**src/dag_map.svh**
```systemverilog
/*
 * Constants and field encodings for the data address generator.
 * Assumes inclusion by bare name from the encoder and address generator modules.
 */
`ifndef DAG_MAP_SVH
`define DAG_MAP_SVH
`define DAG_SIZE_8 3'h0
`define DAG_SIZE_16 3'h1
`define DAG_SIZE_32 3'h2
`define DAG_SIZE_64 3'h3
`define DAG_SIZE_128 3'h4
`define DAG_BURST_INCR 2'h1
`define DAG_LOCK_NORMAL 2'h0
`define DAG_LEN_ONE 4'h0
`define DAG_LEN_TWO 4'h1
`define DAG_WIDTH_128 1'h0
`define DAG_WIDTH_64 1'h1
`define DAG_ADDR_RST 32'h0000_0000
`endif

```
**src/dag_pkg.sv**
```systemverilog
/*
 * Types shared by the data address generator modules.
 * Assumes dag_map.svh is on the include path.
 */
package dag_pkg;
	// Access kinds presented by the load/store unit
	typedef enum logic [2:0] {
		DAG_KIND_WALK = 3'h0,
		DAG_KIND_BYTE = 3'h1,
		DAG_KIND_HALF = 3'h2,
		DAG_KIND_WORD = 3'h3,
		DAG_KIND_DWORD = 3'h4
	} dag_kind_t;
	// Boundary classes of an access
	typedef enum logic [2:0] {
		DAG_BC_NONE = 3'h0,
		DAG_BC_HW = 3'h1,
		DAG_BC_W = 3'h2,
		DAG_BC_DW = 3'h3,
		DAG_BC_QW = 3'h4
	} dag_bc_t;
	// Sequencer states
	typedef enum logic [2:0] {
		DAG_ST_IDLE = 3'b001,
		DAG_ST_FIRST = 3'b010,
		DAG_ST_SECOND = 3'b100
	} dag_state_t;
endpackage : dag_pkg

```
**src/dag_cmd_if.sv**
```systemverilog
/*
 * Interface carrying one address-channel command between the modules.
 * Assumes a single clock domain; no timing of its own.
 */
`timescale 1ns/1ps
interface dag_cmd_if;
	logic [31:0] addr;
	logic [3:0] len;
	logic [2:0] size;
	logic two_txn;
	logic [31:0] addr2;
	modport enc (output addr, len, size, two_txn, addr2);
	modport seq (input addr, len, size, two_txn, addr2);
endinterface : dag_cmd_if

```
**src/dag_encoder.sv**
```systemverilog
/*
 * Combinational classifier and encoder for one data access.
 * Assumes inputs are stable while the request is presented.
 */
`timescale 1ns/1ps
`include "dag_map.svh"
module dag_encoder (
	// Access description
	input wire dag_pkg::dag_kind_t i_kind,
	input wire logic [31:0] i_addr,
	input wire logic i_bus_width_select,
	// Encoded command
	dag_cmd_if.enc cmd
);
	// Classify an access from its size and low address bits
	function automatic dag_pkg::dag_bc_t classify(
		input dag_pkg::dag_kind_t kind, input logic [3:0] off);
		logic [4:0] last;
		last = {1'b0, off} + ((kind == dag_pkg::DAG_KIND_HALF) ?
			5'h01 : 5'h03);
		if (kind != dag_pkg::DAG_KIND_HALF &&
			kind != dag_pkg::DAG_KIND_WORD)
			classify = dag_pkg::DAG_BC_NONE;
		// Aligned first, else an aligned word looks like a halfword cross
		else if ((kind == dag_pkg::DAG_KIND_HALF) ? !off[0] :
			(off[1:0] == 2'h0))
			classify = dag_pkg::DAG_BC_NONE;
		else if (last[4])
			classify = dag_pkg::DAG_BC_QW;
		else if (last[3] != off[3])
			classify = dag_pkg::DAG_BC_DW;
		else if (last[2] != off[2])
			classify = dag_pkg::DAG_BC_W;
		else if (last[1] != off[1])
			classify = dag_pkg::DAG_BC_HW;
		else
			classify = dag_pkg::DAG_BC_NONE;
	endfunction : classify

	wire dag_pkg::dag_bc_t boundary_crossed_class;
	wire logic naturally_aligned_flag;
	wire logic [3:0] start_offset_low_bits;
	wire logic is_half;
	wire logic bus64;
	wire logic [31:0] a_hw;
	wire logic [31:0] a_w;
	wire logic [31:0] a_dw;
	wire logic [31:0] a_qw;

	// Address forms and class
	assign start_offset_low_bits = i_addr[3:0];
	assign boundary_crossed_class = classify(i_kind,
		start_offset_low_bits);
	assign naturally_aligned_flag =
		(boundary_crossed_class == dag_pkg::DAG_BC_NONE);
	assign is_half = (i_kind == dag_pkg::DAG_KIND_HALF);
	assign bus64 = (i_bus_width_select == `DAG_WIDTH_64);
	assign a_hw = {i_addr[31:1], 1'h0};
	assign a_w = {i_addr[31:2], 2'h0};
	assign a_dw = {i_addr[31:3], 3'h0};
	assign a_qw = {i_addr[31:4], 4'h0};
	assign cmd.addr2 = a_qw + 32'h0000_0010;

	// Encoding selection
	always_comb begin
		cmd.addr = a_w;
		cmd.len = `DAG_LEN_ONE;
		cmd.size = `DAG_SIZE_32;
		cmd.two_txn = 1'b0;
		if (naturally_aligned_flag) begin
			unique case (i_kind)
				dag_pkg::DAG_KIND_WALK: begin
					cmd.addr = a_w;
					cmd.size = `DAG_SIZE_32;
				end
				dag_pkg::DAG_KIND_BYTE: begin
					cmd.addr = i_addr;
					cmd.size = `DAG_SIZE_8;
				end
				dag_pkg::DAG_KIND_HALF: begin
					cmd.addr = a_hw;
					cmd.size = `DAG_SIZE_16;
				end
				dag_pkg::DAG_KIND_WORD: begin
					cmd.addr = a_w;
					cmd.size = `DAG_SIZE_32;
				end
				default: begin
					cmd.addr = a_dw;
					cmd.size = `DAG_SIZE_64;
				end
			endcase
		end else begin
			unique case (boundary_crossed_class)
				dag_pkg::DAG_BC_QW: begin
					cmd.two_txn = 1'b1;
					cmd.addr = is_half ? a_hw : a_w;
					cmd.size = is_half ? `DAG_SIZE_16 : `DAG_SIZE_32;
				end
				dag_pkg::DAG_BC_DW: begin
					if (bus64) begin
						cmd.addr = is_half ? a_hw : a_w;
						cmd.len = `DAG_LEN_TWO;
						cmd.size = is_half ? `DAG_SIZE_16 : `DAG_SIZE_32;
					end else begin
						cmd.addr = a_qw;
						cmd.size = `DAG_SIZE_128;
					end
				end
				dag_pkg::DAG_BC_W: begin
					cmd.addr = a_dw;
					cmd.size = `DAG_SIZE_64;
				end
				default: begin
					cmd.addr = a_w;
					cmd.size = `DAG_SIZE_32;
				end
			endcase
		end
	end
endmodule : dag_encoder

```
**src/dag_addr_gen.sv**
```systemverilog
/*
 * Data address generator: takes one access request, issues one or two
 * address-channel commands with a valid/ready handshake.
 * Assumes the width select pin is static and the slave obeys valid/ready.
 */
`timescale 1ns/1ps
`include "dag_map.svh"
module dag_addr_gen (
	// Clock and reset
	input wire logic i_clk,
	input wire logic i_rst_n,
	// Configuration pin
	input wire logic i_bus_width_select,
	// Access request
	input wire logic i_req_valid,
	output logic o_req_ready,
	input wire dag_pkg::dag_kind_t i_req_kind,
	input wire logic [31:0] i_req_addr,
	// Address channel
	output logic o_ax_valid,
	input wire logic i_ax_ready,
	output logic [31:0] o_ax_addr,
	output logic [3:0] o_ax_len,
	output logic [2:0] o_ax_size,
	output logic [1:0] o_ax_burst,
	output logic [1:0] o_ax_lock,
	output logic o_ax_last
);
	dag_cmd_if cmd ();
	dag_pkg::dag_state_t state_reg;
	dag_pkg::dag_state_t state_next;
	logic [1:0] width_sync_reg;
	logic width_reg;
	logic [31:0] addr2_reg;
	logic [31:0] addr_reg;
	logic [3:0] len_reg;
	logic [2:0] size_reg;
	logic two_reg;
	logic transaction_sequence_index;
	wire logic take;
	wire logic done;

	/////////////////////////////////////////////////////////////////////
	// Width select pin synchroniser; third stage (width_reg) feeds the encoder
	always_ff @(posedge i_clk or negedge i_rst_n) begin
		if (!i_rst_n) begin
			width_sync_reg <= 2'h0;
			width_reg <= 1'h0;
		end else begin
			width_sync_reg <= {width_sync_reg[0], i_bus_width_select};
			width_reg <= width_sync_reg[1];
		end
	end

	dag_encoder u_enc (
		.i_kind(i_req_kind),
		.i_addr(i_req_addr),
		.i_bus_width_select(width_reg),
		.cmd(cmd)
	);

	/////////////////////////////////////////////////////////////////////
	// Handshake terms
	assign o_req_ready = (state_reg == dag_pkg::DAG_ST_IDLE);
	assign take = i_req_valid && o_req_ready;
	assign done = o_ax_valid && i_ax_ready;
	assign transaction_sequence_index = (state_reg == dag_pkg::DAG_ST_SECOND);

	// Next state
	always_comb begin
		state_next = state_reg;
		unique case (state_reg)
			dag_pkg::DAG_ST_IDLE:
				if (take)
					state_next = dag_pkg::DAG_ST_FIRST;
			dag_pkg::DAG_ST_FIRST:
				if (done)
					state_next = two_reg ? dag_pkg::DAG_ST_SECOND :
						dag_pkg::DAG_ST_IDLE;
			dag_pkg::DAG_ST_SECOND:
				if (done)
					state_next = dag_pkg::DAG_ST_IDLE;
			default:
				state_next = dag_pkg::DAG_ST_IDLE;
		endcase
	end

	/////////////////////////////////////////////////////////////////////
	// State and command registers
	always_ff @(posedge i_clk or negedge i_rst_n) begin
		if (!i_rst_n) begin
			state_reg <= dag_pkg::DAG_ST_IDLE;
			addr_reg <= `DAG_ADDR_RST;
			addr2_reg <= `DAG_ADDR_RST;
			len_reg <= `DAG_LEN_ONE;
			size_reg <= `DAG_SIZE_8;
			two_reg <= 1'b0;
		end else begin
			state_reg <= state_next;
			if (take) begin
				addr_reg <= cmd.addr;
				addr2_reg <= cmd.addr2;
				len_reg <= cmd.len;
				size_reg <= cmd.size;
				two_reg <= cmd.two_txn;
			end else if (done && state_reg == dag_pkg::DAG_ST_FIRST &&
				two_reg) begin
				addr_reg <= addr2_reg;
			end
		end
	end

	/////////////////////////////////////////////////////////////////////
	// Address channel outputs
	assign o_ax_valid = (state_reg != dag_pkg::DAG_ST_IDLE);
	assign o_ax_addr = addr_reg;
	assign o_ax_len = len_reg;
	assign o_ax_size = size_reg;
	assign o_ax_burst = `DAG_BURST_INCR;
	assign o_ax_lock = `DAG_LOCK_NORMAL;
	assign o_ax_last = transaction_sequence_index || !two_reg;
endmodule : dag_addr_gen

```
**config.mk**
```make
export PLATFORM = sky130hd
export DESIGN_NAME = dag_addr_gen
export DESIGN_NICKNAME = d
export VERILOG_FILES = /design/src/dag_pkg.sv /design/src/dag_cmd_if.sv /design/src/dag_encoder.sv /design/src/dag_addr_gen.sv
export VERILOG_INCLUDE_DIRS = /design/src /design/src/src
export SDC_FILE = /design/constraint.sdc
export NUM_CORES = 1
export LEC_CHECK = 0
export ABC_AREA = 1
export BUFFER_PORTS_ARGS = -buffer_cell sky130_fd_sc_hd__clkbuf_2
export CAP_MARGIN = 20
export CELL_PAD_IN_SITES_DETAIL_PLACEMENT = 1
export CELL_PAD_IN_SITES_GLOBAL_PLACEMENT = 1
export CORE_MARGIN = 1
export CORE_UTILIZATION = 30
export DETAILED_ROUTE_END_ITERATION = 8
export PLACE_DENSITY = 0.61
export SYNTH_ARGS = -nofsm -noshare
export SYNTH_HDL_FRONTEND = slang
export SYNTH_SLANG_ARGS = --single-unit
```
**constraint.sdc**
```tcl
create_clock -name i_clk -period 2 [get_ports i_clk]
set_input_delay 0.4 -clock i_clk [delete_from_list [all_inputs] [get_ports i_clk]]
set_output_delay 0.4 -clock i_clk [all_outputs]
set_load 0.02 [all_outputs]
```
; Word-level counts from Yosys, hierarchy flattened
; Index checks and enable logic that the tools add are counted.
[word_totals]
reg_bits = 78
in_bits = 40
out_inout_bits = 46
[op_classes]
n_addsub = 2
n_eq_ne = 18
mux = 30
reduce_logical = 14
[ops]
columns = op, n
row1 = 32-bit 2-to-1 mux, 2
row2 = 3-bit 2-to-1 mux, 11
row3 = 32-bit by 5-bit adder with 32-bit output (second input constant), 1
row4 = 3-bit one-hot mux with 3 select lines, 3
row5 = 4-bit 2-to-1 mux, 4
row6 = 3-bit by 2-bit == test with 1-bit output (second input constant), 5
row7 = 4-bit one-hot mux with 3 select lines, 1
row8 = 3-bit by 1-bit == test with 1-bit output (second input constant), 2
row9 = 3-bit == test (second input constant), 2
row10 = 3-bit logical NOT, 2
row11 = 2-bit 2-to-1 mux, 3
row12 = 3-bit by 2-bit inequality test with 1-bit output (second input constant), 2
row13 = 2-bit one-hot mux with 3 select lines, 1
row14 = 4-bit by 2-bit adder with 5-bit output, 1
row15 = 1-bit logical AND, 5
row16 = 1-bit 2-to-1 mux, 5
row17 = 2-bit by 1-bit inequality test with 1-bit output (second input constant), 2
row18 = 1-bit inequality test, 3
row19 = 3-bit by 1-bit inequality test with 1-bit output (second input constant), 1
row20 = 3-bit AND reduction, 1
row21 = 1-bit logical NOT, 2
row22 = 2-bit logical NOT, 1
row23 = 2-bit inequality test (second input constant), 1
row24 = 2-bit nonzero test, 1
row25 = other kinds (2), 2

; Longest topological paths before layout
[depth]
ltp_word = 14
ltp_mapped = 15

; Hierarchy
; From an unflattened synthesis, not the netlist that was laid out.
[hier_totals]
cells_unflattened = 639
area_unflattened_um2 = 4694.5
[modules_own_cells]
columns = module, n_inst, cells_per_inst, area_per_inst_um2, seq_area_each_um2
row1 = dag_addr_gen, 1, 411, 3355.7, 1953.1
row2 = dag_encoder, 1, 228, 1338.8, 0.0

; Worst setup path after synthesis
; Ideal clock, no wire load.
[synth_path]
kind = in2reg
start = input i_req_kind[0]
end = register size_reg[0], in the netlist o_ax_size[0]
arrival_ps = 1772
required_time_ps = 1883
slack_ps = 111
stages = 13
n_path_buf = 0
path_cell_list = inv_1 nand3_2 inv_1 fa_1 inv_1 nand2_1 nand3_1 nand2_1 inv_1 o21ai_0 nand2_1 nor2_1 nor2_1
[synth_between]
elab_chain_len = 13
elab_cells_between_ends = 29
cone_classes = add/sub (1) / eq/ne (11) / mux (13) / reduce/logical (4)
[synth_rtl]
columns = element, line
row1 = start: declaration, dag_addr_gen.sv:17  ; input wire dag_pkg::dag_kind_t i_req_kind,
row2 = 3-bit by 2-bit == test with 1-bit output, n/a
row3 = 2-bit 2-to-1 mux, dag_encoder.sv:19  ; last = {1'b0, off} + ((kind == dag_pkg::DAG_KIND_HALF) ?
row4 = 4-bit by 2-bit adder with 5-bit output, dag_encoder.sv:19
row5 = 1-bit inequality test, dag_encoder.sv:34  ; else if (last[1] != off[1])
row6 = 1-bit 2-to-1 mux, dag_encoder.sv:34
row7 = 3-bit 2-to-1 mux, dag_encoder.sv:32  ; else if (last[2] != off[2])
row8 = 3-bit 2-to-1 mux, dag_encoder.sv:30  ; else if (last[3] != off[3])
row9 = 3-bit 2-to-1 mux, dag_encoder.sv:28  ; else if (last[4])
row10 = 3-bit 2-to-1 mux, dag_encoder.sv:25  ; else if ((kind == dag_pkg::DAG_KIND_HALF) ? !off[0] :
row11 = 3-bit 2-to-1 mux, dag_encoder.sv:21  ; if (kind != dag_pkg::DAG_KIND_HALF &&
row12 = 3-bit by 2-bit == test with 1-bit output or 3-bit == test (tied branches), dag_encoder.sv:94  ; unique case (boundary_crossed_class)
row13 = 3-bit one-hot mux with 3 select lines, dag_encoder.sv:94
row14 = 3-bit 2-to-1 mux *, dag_encoder.sv:70  ; if (naturally_aligned_flag) begin
row15 = end signal: assignment, dag_addr_gen.sv:96  ; size_reg <= `DAG_SIZE_8;
row16 = end signal: assignment, dag_addr_gen.sv:104  ; size_reg <= cmd.size;
row17 = end: declaration, dag_addr_gen.sv:37  ; logic [2:0] size_reg;
; Mark *: on every way between the ends. The rest lies on a longest branch, timed or not.
; A chain may end at the register's enable or synchronous reset.

; Worst setup path in the final report
[layout_path]
start = register state_reg[0]
end = output o_req_ready
[layout_between]
elab_chain_len = 1
[layout_rtl]
columns = element, line
row1 = start: declaration, dag_addr_gen.sv:30  ; dag_pkg::dag_state_t state_reg;
row2 = start signal: assignment, dag_addr_gen.sv:92  ; state_reg <= dag_pkg::DAG_ST_IDLE;
row3 = start signal: assignment, dag_addr_gen.sv:99  ; state_reg <= state_next;
row4 = 3-bit by 1-bit == test with 1-bit output, dag_addr_gen.sv:64  ; assign o_req_ready = (state_reg == dag_pkg::DAG_ST_IDLE);
row5 = end: declaration, dag_addr_gen.sv:16  ; output logic o_req_ready,
; Every way passes these cells.

==> results.yml <==
status:
  status: "finished with violations"
  violations: "negative hold slack"
synthesis:
  synth.area.top_cells: "dfrtp_1 43%, nand2_1 20%, o221ai_2 5.9%"
  synth_area_um2: 4110
  synth.avg_cell_area_um2: 7.70
  netlist_instances: 533
  synth_top_area_share_pct: 42.7
  synth.ff_latch_count: 71
  synthTopCellsByCount: "218 x nand2_1, 70 x dfrtp_1, 52 x inv_1"
  synth.distinct_cells: 34
  ys.flop_type: "dfrtp_1"
  ys.warnings.count: 0
  yosys.area.top_type: "dfrtp_1"
  yosysMostFrequentCell: "nand2_1"
  synth_edf_count: 0
  synthArstFlopShare_pct: 100
  ys_seq_area_share_pct: 43.3
die:
  io_pins: 86
  core_area_um2: 13300
  dieHeight_um: 119
  rows: 42
  die_w_um: 119
  start_util_pct: 30.9
  dieArea_um2: 14200
routing:
  viasPerCell: 4.68
  routed-via-count: 3743
  top_layer: "met4"
  routedWlPerCell_um: 15.2
  drc: 0
  met3WireLength_um: 483
  initialDrtViolationCount: 154
  wl_met2_mm: 5.41
  ant_nets: 0
  finalWirelength_mm: 12.2
  firstDrtPassIters: 4
  wl_met1_mm: 6.12
sta:
  maxSlewViolCount: 0
  finalClockSkew_ns: 0.00317
  fin_crit_sh_pct: 87.4
  worst_slack_ns: 0.253
  rsz0062_at_grt: "false"
  clock.fmax_mhz: 572
  setup_viol: 0
  fin_hold_ws_ns: -0.000876
  hold_viol_final: 3
  layout_min_cycle_time_ns: 1.75
grt:
  antenna_found_initial: 0
  grt_pass1_vias: 3867
  grt_pass1_wl_mm: 20.1
  grt_max_degree: 70
  grt_usage_pct: 18.3
  grt-ovfl-total: 0
critical_path:
  crit_path_max_fanout: 6
  worstPathArrival_ns: 1.35
  crit_path_end_kind: "output pin"
  worstPathRequired_ns: 1.60
  start_kind: "register"
  crit_type: "reg2out"
final_layout:
  design_area_um2: 5020
  antenna_cells: 0
  nets: 662
  final_util_pct: 37.7
  fin_cells: 799
  drive_above_1_share_pct: 24.1
  area_growth_syn_to_layout_pct: 22.2
  largest_reg_flops: 32
clock_network:
  cts_resized: 0
  clock_sinks: 71
  post_cts_buffers: 0
  clockRootBuffer: "clkbuf_16"
  cts_tree: "yes"
  insertion_delay_ns: 0.34
  cts_hold_buf: 0
  htree_levels: 3
  numCtsBuffers: 9
  ctsLongestPathBuffers: 2
  path_clk_slew_ns: 0.06
min_path:
  holdCritPathClass: "in2async"
place:
  gp_congestion: 0.852
  dpl.cell_count: 783
  postPlaceCellArea_um2: 4740
  hpwl_mm: 9.20
  dp_slack_ns: -0.0765
  port_buffers: 78
job:
  drv_cap: 0
power:
  ir_drop_v: 0.000401
  p_leak_nw: 2.61
  power_density_nw_per_um2: 1280
[worst paths after layout]
| kind | start | end | slack (ns) | cells after the start |
|---|---|---|---|---|
| max in group asynchronous | i_rst_n | state_reg[0] | 1.38 | 2 |
| worst min-delay path | i_rst_n | addr2_reg[28] | -0.0009 | 1 |
| worst max-delay path | state_reg[0] | o_req_ready | 0.25 | 3 |
| worst max register to register | state_reg[0] | addr2_reg[11] | 0.33 | 5 |
| min in group i_clk | i_bus_width_select | width_sync_reg[0] | 0.17 | 1 |
| worst min register to register | width_sync_reg[1] | width_reg | 0.35 | 0 |
[metal layers]
layer	vias to the layer above	GRT usage [%]
li1	1866	-
met1	1791	25.9
met2	76	27.6
met3	10	3.64
met4	0	6.33
met5	-	0
[cell families (layout without fill, tap and decap cells)]
logic type               count (synthesis)  in the layout  synth area share [%]
adder cells (fa/ha/maj)                  4              4                  1.40
other                                    2              7                 0.183
XOR/XNOR                                 9              9                  1.92
AND/OR/NAND/NOR                        316            316                  32.3
flip-flops                              71             71                  43.3
AO/OA/AOI/OAI                           50             50                  11.8
buffers and inverters                   81            166                  9.05
[cells in the final DEF (no fill, tap or decap), drive strengths merged]
cell type,n
nand3,28
xor2,9
buf,15
a31oi,1
nor2,50
dfstp,1
nor3,13
fa,1
and2,1
clkbuf,89
o211ai,5
o221ai,24
ha,3
nand2,220
conb,7
dfrtp,70
clkinv,4
inv,58
a41o,1
o21ai,13
a21oi,2
o31ai,3
nand4,4
o311ai,1
[critical path, cell delays in order (launching register included)]
cell and delay (ns):
dfstp_2 0.57, nand3_2 0.16, inv_1 0.11, clkbuf_2 0.17
[area by class of cell]
| type | instances | area, um2 |
|---|---|---|
| clock inverters | 4 | 20.0 |
| multi-input cells | 386 | 1980 |
| clock buffers | 12 | 256 |
| repair buffers | 92 | 548 |
| flip-flops and latches | 71 | 1780 |
| well taps | 176 | 220 |
| fillers | 1665 | 8280 |
| inverters | 58 | 218 |
[stage by stage]
stage	hold WS (ns)	power (mW)	TNS [ns]
final	-0.000876	6.43	0
after global routing	0.0278	6.89	0
after CTS	0.0119	6.53	0
after detailed placement	0.337	5.00	-0.156
after global placement	0.334	4.91	0
after floorplan	0.104	4.12	0
[power by group]
part | total (mW) | internal [mW] | switching, mW
Sequential | 2.35 | 2.07 | 0.285
Combinational | 2.57 | 0.887 | 1.68
Clock | 1.50 | 0.898 | 0.606
Note: power is estimated with default switching activity, not from simulation.
